[src/design/dcr_regs.svh]
// Offsets, fixed capability values and field positions for the
// capability register bank.
// Assumes a byte-addressed register port with aligned 32-bit words.
// Summary of operation
// Every capability register returns its fixed value on each read.
// A capability bit of zero means that module or pin is absent.
// A gating enable whose capability bit is zero cannot be set.
// The port register returns ones in bits 0 to 8, ports A to J.
// The pwm register returns ones in bits 0 to 7, pulse outputs 0 to 7.
// A dma presence bit of one means the channel exists on this part.
// A channel whose primary peer is absent uses its secondary peer.
// A channel without a secondary peer stays on its primary peer; channel 31, which lacks both peers, has dma_use_secondary set.
// Software ignores reserved bits and writes back what it read.
// An assignment bit of one moves the channel to its secondary peer.
// Writes to capability registers are ignored and change no read.
`ifndef DCR_REGS_SVH
`define DCR_REGS_SVH

`define DCR_ADDR_W          12
`define DCR_DATA_W          32

`define DCR_OFF_PORT        12'h01c
`define DCR_OFF_PWM         12'h020
`define DCR_OFF_USB         12'h024
`define DCR_OFF_DMA         12'h028
`define DCR_OFF_RUN_GATE    12'h100
`define DCR_OFF_SLEEP_GATE  12'h104
`define DCR_OFF_DEEP_GATE   12'h108
`define DCR_OFF_DMA_ASSIGN  12'h10c

`define DCR_VAL_PORT        32'h5004_f1ff
`define DCR_VAL_PWM         32'h0f30_00ff
`define DCR_VAL_USB         32'h0000_0013
`define DCR_VAL_DMA         32'hffff_ffff

`define DCR_DMA_PRIM_PRESENT 32'h7fff_ffff
`define DCR_DMA_SEC_PRESENT  32'h3ffc_ffff

`define DCR_IO_PORT_LSB     0
`define DCR_IO_PORT_MSB     8
`define DCR_IO_PORT_ALL     9'h1ff
`define DCR_PULSE_OUT_LSB   0
`define DCR_PULSE_OUT_MSB   7
`define DCR_PULSE_OUT_ALL   8'hff

`define DCR_GATE_RST        32'h0000_0000
`define DCR_ASSIGN_RST      32'h0000_0000
`define DCR_RDATA_IDLE      32'h0000_0000

`endif

[src/design/dcr_pkg.sv]
// Types shared by the capability register bank.
// Assumes dcr_regs.svh supplies the widths.
`include "dcr_regs.svh"

package dcr_pkg;

  typedef logic [`DCR_DATA_W-1:0] dcr_word_t;
  typedef logic [`DCR_ADDR_W-1:0] dcr_addr_t;

  // One-hot register select
  typedef enum logic [8:0] {
    DCR_SEL_NONE   = 9'h001,
    DCR_SEL_PORT   = 9'h002,
    DCR_SEL_PWM    = 9'h004,
    DCR_SEL_USB    = 9'h008,
    DCR_SEL_DMA    = 9'h010,
    DCR_SEL_RUN    = 9'h020,
    DCR_SEL_SLEEP  = 9'h040,
    DCR_SEL_DEEP   = 9'h080,
    DCR_SEL_ASSIGN = 9'h100
  } dcr_sel_e;

endpackage : dcr_pkg

[src/design/dcr_link_if.sv]
// Internal carrier between the bank top and its two helpers.
// Assumes all parties run on the same clock.
`timescale 1ns/1ps
`default_nettype none

interface dcr_link_if;
  dcr_pkg::dcr_word_t gate_wdata;
  dcr_pkg::dcr_word_t gate_mask;
  dcr_pkg::dcr_word_t gate_masked;
  dcr_pkg::dcr_word_t ch_present;
  dcr_pkg::dcr_word_t prim_present;
  dcr_pkg::dcr_word_t sec_present;
  dcr_pkg::dcr_word_t assign_bits;
  dcr_pkg::dcr_word_t use_secondary;

  modport top_mp (
    output gate_wdata, gate_mask, ch_present, prim_present, sec_present,
    output assign_bits,
    input  gate_masked, use_secondary
  );
  modport gate_mp (
    input  gate_wdata, gate_mask,
    output gate_masked
  );
  modport route_mp (
    input  ch_present, prim_present, sec_present, assign_bits,
    output use_secondary
  );
endinterface : dcr_link_if

`default_nettype wire

[src/design/dcr_gate_filter.sv]
// Clears every gating write bit whose module is absent.
// Assumes the mask is the fixed capability word.
`timescale 1ns/1ps
`default_nettype none
`include "dcr_regs.svh"

module dcr_gate_filter (
  dcr_link_if.gate_mp link
);

  genvar i;
  generate
    for (i = 0; i < `DCR_DATA_W; i++) begin : g_bit
      // absent module gate
      assign link.gate_masked[i] = link.gate_wdata[i] & link.gate_mask[i];
    end
  endgenerate

endmodule : dcr_gate_filter

`default_nettype wire

[src/design/dcr_dma_route.sv]
// Per-channel choice between primary and secondary peer.
// Assumes presence vectors are fixed and assignment bits registered.
`timescale 1ns/1ps
`default_nettype none
`include "dcr_regs.svh"

module dcr_dma_route (
  dcr_link_if.route_mp link
);

  genvar i;
  generate
    for (i = 0; i < `DCR_DATA_W; i++) begin : g_ch
      logic prim_gone;
      logic sec_pick;
      // absent primary fallback
      assign prim_gone = ~link.prim_present[i];
      // secondary only if present
      assign sec_pick  = link.sec_present[i] & link.assign_bits[i];
      assign link.use_secondary[i] = link.ch_present[i] &
                                     (prim_gone | sec_pick);
    end
  endgenerate

endmodule : dcr_dma_route

`default_nettype wire

[src/design/dcr_top.sv]
// Capability register bank with gating enables and dma routing.
// Assumes a single-cycle strobe master on clk; reads answer next cycle.
`timescale 1ns/1ps
`default_nettype none
`include "dcr_regs.svh"

module dcr_top (
  input  wire logic                   clk,
  input  wire logic                   resetn,
  input  wire logic [`DCR_ADDR_W-1:0] addr,
  input  wire logic [`DCR_DATA_W-1:0] wdata,
  input  wire logic                   wr,
  input  wire logic                   rd,
  output logic      [`DCR_DATA_W-1:0] rdata,
  output logic      [`DCR_DATA_W-1:0] run_clock_gating,
  output logic      [`DCR_DATA_W-1:0] sleep_clock_gating,
  output logic      [`DCR_DATA_W-1:0] deep_sleep_clock_gating,
  output logic      [`DCR_DATA_W-1:0] dma_channel_assignment,
  output logic      [`DCR_DATA_W-1:0] dma_use_secondary,
  output logic      [`DCR_DATA_W-1:0] dma_channel_enable
);

  // Values fixed by the part; no flops, so nothing can alter them
  // ports A to J
  localparam dcr_pkg::dcr_word_t PORT_CAP = `DCR_VAL_PORT;
  // pulse outputs 0 to 7
  localparam dcr_pkg::dcr_word_t PWM_CAP  = `DCR_VAL_PWM;
  localparam dcr_pkg::dcr_word_t USB_CAP  = `DCR_VAL_USB;
  // every channel present
  localparam dcr_pkg::dcr_word_t DMA_CAP  = `DCR_VAL_DMA;
  // peer presence per channel
  localparam dcr_pkg::dcr_word_t PRIM_OK  = `DCR_DMA_PRIM_PRESENT;
  localparam dcr_pkg::dcr_word_t SEC_OK   = `DCR_DMA_SEC_PRESENT;

  dcr_pkg::dcr_sel_e  sel;
  dcr_pkg::dcr_word_t next_rdata;
  logic               wr_run;
  logic               wr_sleep;
  logic               wr_deep;
  logic               wr_assign;

  dcr_link_if link ();

  // Exact decode; misaligned offsets fall to no select
  always_comb begin
    case (addr)
      `DCR_OFF_PORT:       sel = dcr_pkg::DCR_SEL_PORT;
      `DCR_OFF_PWM:        sel = dcr_pkg::DCR_SEL_PWM;
      `DCR_OFF_USB:        sel = dcr_pkg::DCR_SEL_USB;
      `DCR_OFF_DMA:        sel = dcr_pkg::DCR_SEL_DMA;
      `DCR_OFF_RUN_GATE:   sel = dcr_pkg::DCR_SEL_RUN;
      `DCR_OFF_SLEEP_GATE: sel = dcr_pkg::DCR_SEL_SLEEP;
      `DCR_OFF_DEEP_GATE:  sel = dcr_pkg::DCR_SEL_DEEP;
      `DCR_OFF_DMA_ASSIGN: sel = dcr_pkg::DCR_SEL_ASSIGN;
      default:             sel = dcr_pkg::DCR_SEL_NONE;
    endcase
  end

  // capability writes dropped
  assign wr_run    = wr && (sel == dcr_pkg::DCR_SEL_RUN);
  assign wr_sleep  = wr && (sel == dcr_pkg::DCR_SEL_SLEEP);
  assign wr_deep   = wr && (sel == dcr_pkg::DCR_SEL_DEEP);
  assign wr_assign = wr && (sel == dcr_pkg::DCR_SEL_ASSIGN);

  // Gating uses the port and network word as its presence mask
  assign link.gate_wdata   = wdata;
  assign link.gate_mask    = PORT_CAP;
  assign link.ch_present   = DMA_CAP;
  assign link.prim_present = PRIM_OK;
  assign link.sec_present  = SEC_OK;
  // assignment steers routing
  assign link.assign_bits  = dma_channel_assignment;

  dcr_gate_filter u_gate (
    .link (link.gate_mp)
  );

  dcr_dma_route u_route (
    .link (link.route_mp)
  );

  // masked gating stores
  always_ff @(posedge clk or negedge resetn) begin
    if (!resetn) begin
      run_clock_gating <= `DCR_GATE_RST;
    end else if (wr_run) begin
      run_clock_gating <= link.gate_masked;
    end
  end

  // masked gating stores
  always_ff @(posedge clk or negedge resetn) begin
    if (!resetn) begin
      sleep_clock_gating <= `DCR_GATE_RST;
    end else if (wr_sleep) begin
      sleep_clock_gating <= link.gate_masked;
    end
  end

  // masked gating stores
  always_ff @(posedge clk or negedge resetn) begin
    if (!resetn) begin
      deep_sleep_clock_gating <= `DCR_GATE_RST;
    end else if (wr_deep) begin
      deep_sleep_clock_gating <= link.gate_masked;
    end
  end

  // no secondary, bit held clear
  always_ff @(posedge clk or negedge resetn) begin
    if (!resetn) begin
      dma_channel_assignment <= `DCR_ASSIGN_RST;
    end else if (wr_assign) begin
      dma_channel_assignment <= wdata & SEC_OK & DMA_CAP;
    end
  end

  // Routing is a pure function of flops and constants
  assign dma_use_secondary = link.use_secondary;
  // present channels enabled
  assign dma_channel_enable = DMA_CAP;

  // fixed read values; gating and assignment registers read back their flops
  always_comb begin
    next_rdata = `DCR_RDATA_IDLE;
    case (sel)
      dcr_pkg::DCR_SEL_PORT:   next_rdata = PORT_CAP;
      dcr_pkg::DCR_SEL_PWM:    next_rdata = PWM_CAP;
      dcr_pkg::DCR_SEL_USB:    next_rdata = USB_CAP;
      dcr_pkg::DCR_SEL_DMA:    next_rdata = DMA_CAP;
      dcr_pkg::DCR_SEL_RUN:    next_rdata = run_clock_gating;
      dcr_pkg::DCR_SEL_SLEEP:  next_rdata = sleep_clock_gating;
      dcr_pkg::DCR_SEL_DEEP:   next_rdata = deep_sleep_clock_gating;
      dcr_pkg::DCR_SEL_ASSIGN: next_rdata = dma_channel_assignment;
      default:                 next_rdata = `DCR_RDATA_IDLE;
    endcase
  end

  // Read data valid for one cycle only; idle zero otherwise
  always_ff @(posedge clk or negedge resetn) begin
    if (!resetn) begin
      rdata <= `DCR_RDATA_IDLE;
    end else if (rd) begin
      rdata <= next_rdata;
    end else begin
      rdata <= `DCR_RDATA_IDLE;
    end
  end

  // Checks

  port_read_fixed_a: assert property (
    @(posedge clk) disable iff (!resetn)
    (rd && addr == `DCR_OFF_PORT) |=> (rdata == `DCR_VAL_PORT))
    else $error("port presence read returned wrong value");

  dma_read_fixed_a: assert property (
    @(posedge clk) disable iff (!resetn)
    (rd && addr == `DCR_OFF_DMA) |=> (rdata == `DCR_VAL_DMA))
    else $error("dma presence read returned wrong value");

  usb_absent_zero_a: assert property (
    @(posedge clk) disable iff (!resetn)
    (rd && addr == `DCR_OFF_USB) |=>
      ((rdata & ~`DCR_VAL_USB) == 32'h0000_0000 &&
       rdata == `DCR_VAL_USB))
    else $error("usb presence shows an absent bit set");

  run_gate_mask_a: assert property (
    @(posedge clk) disable iff (!resetn)
    (wr && addr == `DCR_OFF_RUN_GATE) |=>
      (run_clock_gating == ($past(wdata) & `DCR_VAL_PORT)))
    else $error("run gating accepted a bit for an absent module");

  gate_never_absent_a: assert property (
    @(posedge clk) disable iff (!resetn)
    ((sleep_clock_gating | deep_sleep_clock_gating) &
      ~`DCR_VAL_PORT) == 32'h0000_0000)
    else $error("sleep or deep gating holds an absent module bit");

  io_ports_present_a: assert property (
    @(posedge clk) disable iff (!resetn)
    (rd && addr == `DCR_OFF_PORT) |=>
      (rdata[`DCR_IO_PORT_MSB:`DCR_IO_PORT_LSB] == `DCR_IO_PORT_ALL))
    else $error("io port presence bits not all one");

  pulse_outs_present_a: assert property (
    @(posedge clk) disable iff (!resetn)
    (rd && addr == `DCR_OFF_PWM) |=>
      (rdata[`DCR_PULSE_OUT_MSB:`DCR_PULSE_OUT_LSB] == `DCR_PULSE_OUT_ALL))
    else $error("pulse output presence bits not all one");

  dma_enable_match_a: assert property (
    @(posedge clk) disable iff (!resetn)
    (rd && addr == `DCR_OFF_DMA) |=>
      (rdata == dma_channel_enable) && ((dma_use_secondary &
       ~dma_channel_enable) == 32'h0000_0000))
    else $error("dma enable disagrees with presence word");

  prim_fallback_a: assert property (
    @(posedge clk) disable iff (!resetn)
    ((~`DCR_DMA_PRIM_PRESENT & `DCR_VAL_DMA & ~dma_use_secondary)
      == 32'h0000_0000))
    else $error("channel with absent primary not on secondary");

  no_sec_stays_a: assert property (
    @(posedge clk) disable iff (!resetn)
    (wr && addr == `DCR_OFF_DMA_ASSIGN) |=>
      ((dma_use_secondary & ~`DCR_DMA_SEC_PRESENT &
        `DCR_DMA_PRIM_PRESENT) == 32'h0000_0000) &&
      ((dma_channel_assignment & ~`DCR_DMA_SEC_PRESENT) == 32'h0000_0000))
    else $error("channel without secondary left its primary");

  assign_routes_a: assert property (
    @(posedge clk) disable iff (!resetn)
    (wr && addr == `DCR_OFF_DMA_ASSIGN) |=>
      ((dma_use_secondary & `DCR_DMA_PRIM_PRESENT & `DCR_DMA_SEC_PRESENT)
       == ($past(wdata) & `DCR_DMA_PRIM_PRESENT & `DCR_DMA_SEC_PRESENT
           & `DCR_VAL_DMA)))
    else $error("assignment write did not steer the channel");

  cap_write_ignored_a: assert property (
    @(posedge clk) disable iff (!resetn)
    (wr && addr == `DCR_OFF_PWM) ##[1:4] (rd && addr == `DCR_OFF_PWM) |=>
      (rdata == `DCR_VAL_PWM))
    else $error("write to pwm presence changed its read value");

  gate_hold_a: assert property (
    @(posedge clk) disable iff (!resetn)
    !(wr && addr == `DCR_OFF_RUN_GATE) |=> $stable(run_clock_gating))
    else $error("run gating changed without a write to it");

  // Read path checks
  pwm_read_fixed_a: assert property (
    @(posedge clk) disable iff (!resetn)
    (rd && addr == `DCR_OFF_PWM) |=> (rdata == `DCR_VAL_PWM))
    else $error("pwm presence read returned wrong value");

  usb_read_fixed_a: assert property (
    @(posedge clk) disable iff (!resetn)
    (rd && addr == `DCR_OFF_USB) |=> (rdata == `DCR_VAL_USB))
    else $error("usb presence read returned wrong value");

  rdata_idle_a: assert property (
    @(posedge clk) disable iff (!resetn)
    !rd |=> (rdata == `DCR_RDATA_IDLE))
    else $error("read data not idle after a cycle without read");

  unmapped_read_zero_a: assert property (
    @(posedge clk) disable iff (!resetn)
    (rd && sel == dcr_pkg::DCR_SEL_NONE) |=> (rdata == `DCR_RDATA_IDLE))
    else $error("unmapped read returned nonzero data");

  port_reserved_zero_a: assert property (
    @(posedge clk) disable iff (!resetn)
    (rd && addr == `DCR_OFF_PORT) |=> (rdata[11:9] == 3'h0))
    else $error("port presence shows a reserved bit set");

  pwm_reserved_zero_a: assert property (
    @(posedge clk) disable iff (!resetn)
    (rd && addr == `DCR_OFF_PWM) |=> (rdata[19:8] == 12'h000))
    else $error("pwm presence shows a reserved bit set");

  // Gating state checks
  sleep_gate_mask_a: assert property (
    @(posedge clk) disable iff (!resetn)
    (wr && addr == `DCR_OFF_SLEEP_GATE) |=>
      (sleep_clock_gating == ($past(wdata) & `DCR_VAL_PORT)))
    else $error("sleep gating accepted a bit for an absent module");

  deep_gate_mask_a: assert property (
    @(posedge clk) disable iff (!resetn)
    (wr && addr == `DCR_OFF_DEEP_GATE) |=>
      (deep_sleep_clock_gating == ($past(wdata) & `DCR_VAL_PORT)))
    else $error("deep gating accepted a bit for an absent module");

  run_never_absent_a: assert property (
    @(posedge clk) disable iff (!resetn)
    ((run_clock_gating & ~`DCR_VAL_PORT) == 32'h0000_0000))
    else $error("run gating holds an absent module bit");

  sleep_hold_a: assert property (
    @(posedge clk) disable iff (!resetn)
    !(wr && addr == `DCR_OFF_SLEEP_GATE) |=> $stable(sleep_clock_gating))
    else $error("sleep gating changed without a write to it");

  deep_hold_a: assert property (
    @(posedge clk) disable iff (!resetn)
    !(wr && addr == `DCR_OFF_DEEP_GATE) |=>
      $stable(deep_sleep_clock_gating))
    else $error("deep gating changed without a write to it");

  run_read_back_a: assert property (
    @(posedge clk) disable iff (!resetn)
    (rd && addr == `DCR_OFF_RUN_GATE) |=>
      (rdata == $past(run_clock_gating)))
    else $error("run gating read back wrong value");

  sleep_read_back_a: assert property (
    @(posedge clk) disable iff (!resetn)
    (rd && addr == `DCR_OFF_SLEEP_GATE) |=>
      (rdata == $past(sleep_clock_gating)))
    else $error("sleep gating read back wrong value");

  deep_read_back_a: assert property (
    @(posedge clk) disable iff (!resetn)
    (rd && addr == `DCR_OFF_DEEP_GATE) |=>
      (rdata == $past(deep_sleep_clock_gating)))
    else $error("deep gating read back wrong value");

  // Routing state checks
  assign_read_back_a: assert property (
    @(posedge clk) disable iff (!resetn)
    (rd && addr == `DCR_OFF_DMA_ASSIGN) |=>
      (rdata == $past(dma_channel_assignment)))
    else $error("assignment read back wrong value");

  assign_hold_a: assert property (
    @(posedge clk) disable iff (!resetn)
    !(wr && addr == `DCR_OFF_DMA_ASSIGN) |=>
      $stable(dma_channel_assignment))
    else $error("assignment changed without a write to it");

  route_formula_a: assert property (
    @(posedge clk) disable iff (!resetn)
    (dma_use_secondary == (`DCR_VAL_DMA & (~`DCR_DMA_PRIM_PRESENT |
      (`DCR_DMA_SEC_PRESENT & dma_channel_assignment)))))
    else $error("secondary routing disagrees with assignment");

  no_sec_clear_a: assert property (
    @(posedge clk) disable iff (!resetn)
    ((dma_channel_assignment & ~`DCR_DMA_SEC_PRESENT) == 32'h0000_0000))
    else $error("assignment holds a bit for a channel without secondary");

  chan_enable_const_a: assert property (
    @(posedge clk) disable iff (!resetn)
    (dma_channel_enable == `DCR_VAL_DMA))
    else $error("channel enable differs from presence word");

  // Capability writes must leave later reads untouched
  port_write_ignored_a: assert property (
    @(posedge clk) disable iff (!resetn)
    (wr && addr == `DCR_OFF_PORT) ##[1:4] (rd && addr == `DCR_OFF_PORT) |=>
      (rdata == `DCR_VAL_PORT))
    else $error("write to port presence changed its read value");

  dma_write_ignored_a: assert property (
    @(posedge clk) disable iff (!resetn)
    (wr && addr == `DCR_OFF_DMA) ##[1:4] (rd && addr == `DCR_OFF_DMA) |=>
      (rdata == `DCR_VAL_DMA))
    else $error("write to dma presence changed its read value");

endmodule : dcr_top

`default_nettype wire

[config.mk]
export PLATFORM = sky130hd
export DESIGN_NAME = dcr_top
export DESIGN_NICKNAME = d
export VERILOG_FILES = /design/src/design/dcr_pkg.sv /design/src/design/dcr_link_if.sv /design/src/design/dcr_gate_filter.sv /design/src/design/dcr_dma_route.sv /design/src/design/dcr_top.sv
export VERILOG_INCLUDE_DIRS = /design/src /design/src/design
export SDC_FILE = /design/constraint.sdc
export NUM_CORES = 1
export LEC_CHECK = 0
export CORE_ASPECT_RATIO = 0.7
export CORE_UTILIZATION = 40
export DETAILED_ROUTE_END_ITERATION = 10
export DONT_BUFFER_PORTS = 1
export PLACE_DENSITY = 0.64
export SLEW_MARGIN = 20
export SYNTH_ARGS = -nofsm -noshare
export SYNTH_HDL_FRONTEND = slang
export SYNTH_SLANG_ARGS = --single-unit
[constraint.sdc]
create_clock -name clk -period 1.7 [get_ports clk]
set_clock_uncertainty 0.2 [all_clocks]
set_input_delay 0.34 -clock clk [delete_from_list [all_inputs] [get_ports clk]]
set_output_delay 0.34 -clock clk [all_outputs]
set_load 0.005 [all_outputs]
==> results.toml, run 1 <==
[sta]
timing_hold_violations_final = 106
post_route_clock_period_utilization_pct = 115
unrepaired_setup_endpoints_after_global_routing = "yes"
achievable-frequency_mhz = 510
timing_max_transition_violations_final = 0
worst_slack_ns = -0.262
fin_crit_ns = 1.96
hold-worst-slack_ns = -0.516
timing.final.setup_violations = 106

[synthesis]
synthesis.yosys.warnings = 0
synth_top_family_by_area = "buffers and inverters"
synth.ff_latch_count = 106
post_synth_num_cell_types = 36
synth_xor_xnor_area_share_pct = 0
fraction_of_the_mapped_netlist_area_in_simple_logic_gates_pct = 5.35
sequential_share_of_the_synthesized_area_pct = 46.7
postSynthCellCount = 478
post_synth_mux_area_share_pct = 20.6
synth_compound_gate_area_share_pct = 6.19
post_synth.cell_area_avg_um2 = 11.9
area_of_the_mapped_netlist_mm2 = 0.00568
synth_fa_ha_area_share_pct = 0

[floorplanning]
placementRows = 36
io_pins = 272
floorplan.initialDensity_pct = 40.9
die_x_um = 144
die_height_um = 102
core_mm2 = 0.0139
design.die.area_mm2 = 0.0147

[clock_network]
cts_max_path_buffers = 2
clock_tree_from_tritoncts = "built"
post_cts_hold_buffer_count = 29
cts_htree_levels = 3
worst_skew_pair.late_latency_ns = 0.34
number_of_sinks_on_the_clock_net = 106
clock_slew_seen_by_the_registers_of_the_worst_setup_and_hold_paths_ns = 0.07
cts-buffers-inserted = 9
clock_tree.root_cell = "clkbuf_16"

[cells_and_area]
num-fill-cells = 1282
finish.net_count = 519
drive_above_1_share_pct = 40.1
antennaDiodeCount = 0
final-instance-count-excl-fill = 666
layout_common_cells = "dfrtp_1, conb_1, mux2_2, dlygate4sd3_1, a211oi_2"
seq_cell_area_mm2 = 0.00265
multi_input_comb_area_mm2 = 0.00239
area_growth_pct = 10.9
most_common_cell_after_layout_fill_and_taps_aside = "dfrtp_1"

[global_route]
global_route.overflow_total = 0
antenna_found_initial = 0
grt_start_max_net_pins = 107
groute.layer.met2.usage_pct = 29.7
total_grt_usage_pct = 17.8
wire_length_of_the_first_global_routing_pass_mm = 19.2
grt_use_met3_pct = 5.48
grt_busiest_layer = "met2"
grt_use_met1_pct = 22.6
first_global_vias = 3295

[power_and_ir_drop]
vdd.ir_drop.worst_mv = 0.414
design_power_total_w = 0.00477
cellLeakagePower_nw = 3.07
seq_power_share_pct = 53.2
part_of_the_power_in_the_clock_network_pct = 42.0
power_density_mw_per_mm2 = 757
power.switching_w = 0.00108
p_sw_share_pct = 22.7
power.combinational.fraction_pct = 4.8
intPower_w = 0.00369

[critical_path]
critical_path.startpoint_type = "input port"
criticalPathCategory = "input port to flop"
critical_path_arrival_ns = 1.99
required_ns = 1.72
timing.critical_path.to_type = "flop"
path_max_fanout = 8

[place]
hpwlAfterDp_mm = 9.15
placed_instance_count = 619
port_buffers = 0
gp_congestion = 0.817

[detailed_routing]
ant_nets = 0
vias_per_cell = 4.86
drc_errors = 0
routed_wirelength_mm = 13.3
drt-wirelength-per-cell_um = 20.0
number_of_drc_markers_in_iteration_0 = 97
via_count = 3239
drt-pass1-iter-count = 4

[run_status]
failed_checks = "negative hold slack, negative setup slack"
run_status = "finished, violations left"

[run]
max_cap_violations = 0

[hold_path]
holdCritPathClass = "input port to asynchronous set/reset pin"
cell usage after synthesis:
| master | count | area, µm² |
|---|---|---|
| or2_2 | 1 | 6.26 |
| nor3_1 | 8 | 40.0 |
| or3b_2 | 3 | 26.3 |
| nand3b_1 | 1 | 7.51 |
| a22oi_1 | 3 | 22.5 |
| buf_4 | 147 | 1100 |
| and4_1 | 1 | 8.76 |
| o2bb2ai_1 | 3 | 26.3 |
| mux2_2 | 101 | 1140 |
| nand3_2 | 2 | 20.0 |
| mux2i_1 | 3 | 30.0 |
| nor2b_1 | 1 | 6.26 |
| a211oi_1 | 17 | 128 |
| or4_4 | 1 | 11.3 |
| and2_1 | 1 | 6.26 |
| nor4_4 | 2 | 42.5 |
| conb_1 | 2 | 7.51 |
| or3_1 | 1 | 6.26 |
| nand2b_1 | 1 | 6.26 |
| a31oi_1 | 7 | 43.8 |
| inv_1 | 2 | 7.51 |
| dfrtp_1 | 106 | 2650 |
| nand2_1 | 1 | 3.75 |
| buf_2 | 6 | 30.0 |
| nor4_1 | 2 | 12.5 |
| clkbuf_1 | 12 | 45.0 |
| buf_1 | 3 | 11.3 |
| a2bb2oi_1 | 1 | 8.76 |
| nand4b_1 | 1 | 8.76 |
| nand4_2 | 1 | 12.5 |
| nand3_1 | 13 | 65.1 |
| a21oi_1 | 13 | 65.1 |
| nor2_1 | 2 | 7.51 |
| a21o_1 | 7 | 52.6 |
| and3_1 | 1 | 6.26 |
| o21ai_0 | 1 | 5.00 |
logic make-up after synthesis:
group                  count (synthesis)
AND/OR/NAND/NOR                       44
other                                  2
buffers and inverters                170
flip-flops                           106
multiplexers                         104
AO/OA/AOI/OAI                         52
critical path: stages:
cell    delay [ns]
or4_4         0.55
nor4_4        0.31
and4_4        0.31
buf_12        0.16
mux2_4        0.31
repair_timing:
action / in CTS / in global routing
endpoints found under the hold margin: 182 / 106
pin swaps: 5 / 9
buffers inserted: 2 / 0
cloned: 1 / 0
resized for setup: 47 / 18
setup endpoints to repair: 106 / 106
final cells by class:
| cell class | instances | share of cell area (%) |
|---|---|---|
| Clock buffer | 11 | 3.85 |
| Sequential cell | 106 | 42.1 |
| Inverter | 2 | 0.119 |
| Multi-Input combinational cell | 288 | 37.9 |
| Clock inverter | 5 | 0.735 |
| Timing Repair Buffer | 64 | 11.5 |
| Tap cell | 190 | 3.77 |
path summary, 6_finish.rpt:
kind / from / to / slack (ns) / cells after the start
worst max-delay path: addr[10] / run_clock_gating[5] / -0.26 / 5
worst min-delay path: resetn / dma_channel_assignment[9] / -0.52 / 0
worst max register to register: deep_sleep_clock_gating[4] / rdata[4] / 0.31 / 4
worst min register to register: sleep_clock_gating[18] / sleep_clock_gating[18] / 0.36 / 1
max in group asynchronous: resetn / sleep_clock_gating[30] / 1.68 / 0
min in group clk: addr[8] / rdata[1] / 0.10 / 3
registers in the layout, summed over array words and instances (netlist names):
register and flops:
deep_sleep_clock_gating 16, dma_channel_assignment 28, rdata 30, run_clock_gating 16, sleep_clock_gating 16
per-stage QoR:
step / setup TNS, ns / setup slack [ns] / area (µm²) / utilization [%]
6_report: -20.50 / -0.262 / 6300 / 45.4
2_1_floorplan: -59.39 / -0.729 / 6090 / -
4_1_cts: -19.95 / -0.236 / 6230 / 44.9
3_5_place_dp: -64.43 / -0.676 / 5400 / 38.9
3_3_place_gp: -63.31 / -0.670 / 5400 / 38.9
5_1_grt: -23.85 / -0.285 / 6300 / 45.4
power groups by stage:
stage / Combinational (W) / Sequential [W] / Clock [W]
floorplan: 0.000274 / 0.00258 / 0
global placement: 0.000142 / 0.00259 / 0
detailed placement: 0.000143 / 0.00259 / 0
CTS: 0.000221 / 0.00254 / 0.00209
global route: 0.000259 / 0.00254 / 0.00220
finish: 0.000228 / 0.00254 / 0.00201
routing by layer:
| layer | routed length, µm | vias up |
|---|---|---|
| li1 | - | 1418 |
| met1 | 5730 | 1664 |
| met2 | 6570 | 145 |
| met3 | 921 | 12 |
| met4 | 111 | 0 |
| met5 | 0 | - |
Power figures use the tool's default switching activity.
==> run 2: changes to the inputs <==
--- a/config.mk
+++ b/config.mk
@@ -6,6 +6,7 @@
 export SDC_FILE = /design/constraint.sdc
 export NUM_CORES = 1
 export LEC_CHECK = 0
+export CAP_MARGIN = 20
 export CORE_ASPECT_RATIO = 0.7
 export CORE_UTILIZATION = 40
 export DETAILED_ROUTE_END_ITERATION = 10
==> constraint.sdc (replaced) <==
create_clock -name clk -period 2.1 [get_ports clk]
set_clock_uncertainty 0.2 [all_clocks]
set_input_delay 0.42 -clock clk [delete_from_list [all_inputs] [get_ports clk]]
set_output_delay 0.42 -clock clk [all_outputs]
set_load 0.005 [all_outputs]
==> results.toml, run 2 (synthesis results as in run 1) <==
[floorplanning]
die_x_um = 144
placementRows = 36
die_height_um = 102
design.die.area_mm2 = 0.0147
core_mm2 = 0.0139
floorplan.initialDensity_pct = 40.9
io_pins = 272

[global_route]
first_global_vias = 2970
grt_start_max_net_pins = 107
wire_length_of_the_first_global_routing_pass_mm = 18.3
antenna_found_initial = 0
total_grt_usage_pct = 17.5
global_route.overflow_total = 0

[run_status]
failed_checks = "negative hold slack, negative setup slack"
run_status = "finished, violations left"

[critical_path]
criticalPathCategory = "input port to flop"
worst_path_dominant_cell_family = "simple AND/OR/NAND/NOR gates"
slowest_delay_ns = 0.55
required_ns = 2.13
path_max_fanout = 8
timing.critical_path.buf_inv = 1
worstPathCellList = "or4_4 > nor4_4 > and4_4 > buf_6 > mux2_4"
critical_path.startpoint_type = "input port"
timing.critical_path.to_type = "flop"
worst_path_max_delay_cell = "or4_4"
critical_path_arrival_ns = 2.14

[clock_network]
worst_skew_pair.late_latency_ns = 0.35
clock_slew_seen_by_the_registers_of_the_worst_setup_and_hold_paths_ns = 0.07
clock_tree.root_cell = "clkbuf_16"
cts_max_path_buffers = 2
number_of_sinks_on_the_clock_net = 106
cts-buffers-inserted = 9
clock_tree_from_tritoncts = "built"
cts_htree_levels = 3

[detailed_routing]
number_of_drc_markers_in_iteration_0 = 102
ant_nets = 0
via_count = 3151
vias_per_cell = 4.92
drt-pass1-iter-count = 4
drt-wirelength-per-cell_um = 20.4
drc_errors = 0
routed_wirelength_mm = 13.1

[place]
post_dp_cell_area_mm2 = 0.00536
hpwlAfterDp_mm = 9.06
gp_congestion = 0.769
port_buffers = 0

[power_and_ir_drop]
cellLeakagePower_nw = 2.91
power_density_mw_per_mm2 = 663
vdd.ir_drop.worst_mv = 0.560

[sta]
post_route_clock_period_utilization_pct = 100
worst_slew_pin_slew_ns = 0.826
achievable-frequency_mhz = 475
timing.final.setup_violations = 3
timing_hold_violations_final = 106
unrepaired_setup_endpoints_after_global_routing = "yes"
hold-worst-slack_ns = -0.438
timing_max_transition_violations_final = 0
slew-limit-headroom_pct = 44.7
fin_crit_ns = 2.11
worst_slack_ns = -0.00624

[cells_and_area]
finalInstanceArea_mm2 = 0.00584
num-fill-cells = 1303
top_regs = "rdata (30), dma_channel_assignment (28)"
finish.net_count = 494
antennaDiodeCount = 0
area_growth_pct = 2.78
most_common_cell_after_layout_fill_and_taps_aside = "dfrtp_1"
drive_above_1_share_pct = 36.8
largest_register_ff_count = 30
layout_common_cells = "dfrtp_1, mux2_2, conb_1, buf_4"
top_register = "rdata"
final_core_util_pct = 42.1

[hold_path]
holdCritPathClass = "input port to asynchronous set/reset pin"

[run]
max_cap_violations = 0
-- run 2: path summary, 6_finish.rpt --
check | end | startpoint | slack (ns) | cells past startpoint
worst min-delay path | deep_sleep_clock_gating[15] | resetn | -0.44 | 0
worst max-delay path | run_clock_gating[7] | addr[10] | -0.006 | 5
worst max register to register | rdata[2] | dma_channel_assignment[2] | 0.71 | 3
max in group asynchronous | dma_channel_assignment[18] | resetn | 1.91 | 0
min in group clk | dma_channel_assignment[29] | wdata[29] | 0.01 | 1
worst min register to register | run_clock_gating[1] | run_clock_gating[1] | 0.36 | 1
-- run 2: layout make-up --
| type | instances | area (µm²) | share of cell area [%] |
|---|---|---|---|
| sequential | 106 | 2650 | 45.4 |
| multi-input combinational | 288 | 2260 | 38.7 |
| timing repair buffer | 39 | 385 | 6.60 |
| tap | 190 | 238 | 4.07 |
| clock buffer | 10 | 229 | 3.92 |
| clock inverter | 6 | 65.1 | 1.11 |
| inverter | 2 | 7.51 | 0.129 |
-- run 2: what timing repair did --
item / in CTS / in global routing
gates resized for setup: 0 / 12
setup buffers: 0 / 1
endpoints found under the setup margin: 14 / 44
pin swaps: 0 / 2
hold buffers: 2 / 9
hold endpoints to repair: 108 / 115
-- run 2: per-layer routing --
| layer | vias to the layer above | share of wire [%] | GRT usage, % |
|---|---|---|---|
| met3 | 14 | 7.1 | 5.82 |
| li1 | 1377 | - | - |
| met2 | 157 | 48 | 27.5 |
| met5 | - | 0 | 0 |
| met4 | 0 | 1.5 | 5.91 |
| met1 | 1603 | 43 | 22.6 |
-- run 2: power breakdown --
part / switching, W / internal, W / total (W)
Clock: 0.000753 / 0.000929 / 0.00168
Sequential: 0.00000803 / 0.00205 / 0.00205
Combinational: 0.0000803 / 0.0000510 / 0.000131
Total: 0.000841 / 0.00303 / 0.00387
-- run 2: through the flow --
stage / TNS [ns] / cells / power, W / worst slack, ns
global placement: -32.54 / 613 / 0.00220 / -0.373
floorplan: -25.53 / 564 / 0.00231 / -0.409
CTS: -0.173 / 631 / 0.00389 / -0.0266
finish: -0.00881 / 641 / 0.00387 / -0.00624
detailed placement: -32.43 / 613 / 0.00220 / -0.381
global route: -0.151 / 641 / 0.00404 / -0.0234
-- run 2: worst reg2reg max path, cell delays in order (launching register included) --
cell,delay (ns)
dfrtp_1,0.44
mux2_2,0.30
a21oi_1,0.20
a211oi_2,0.10
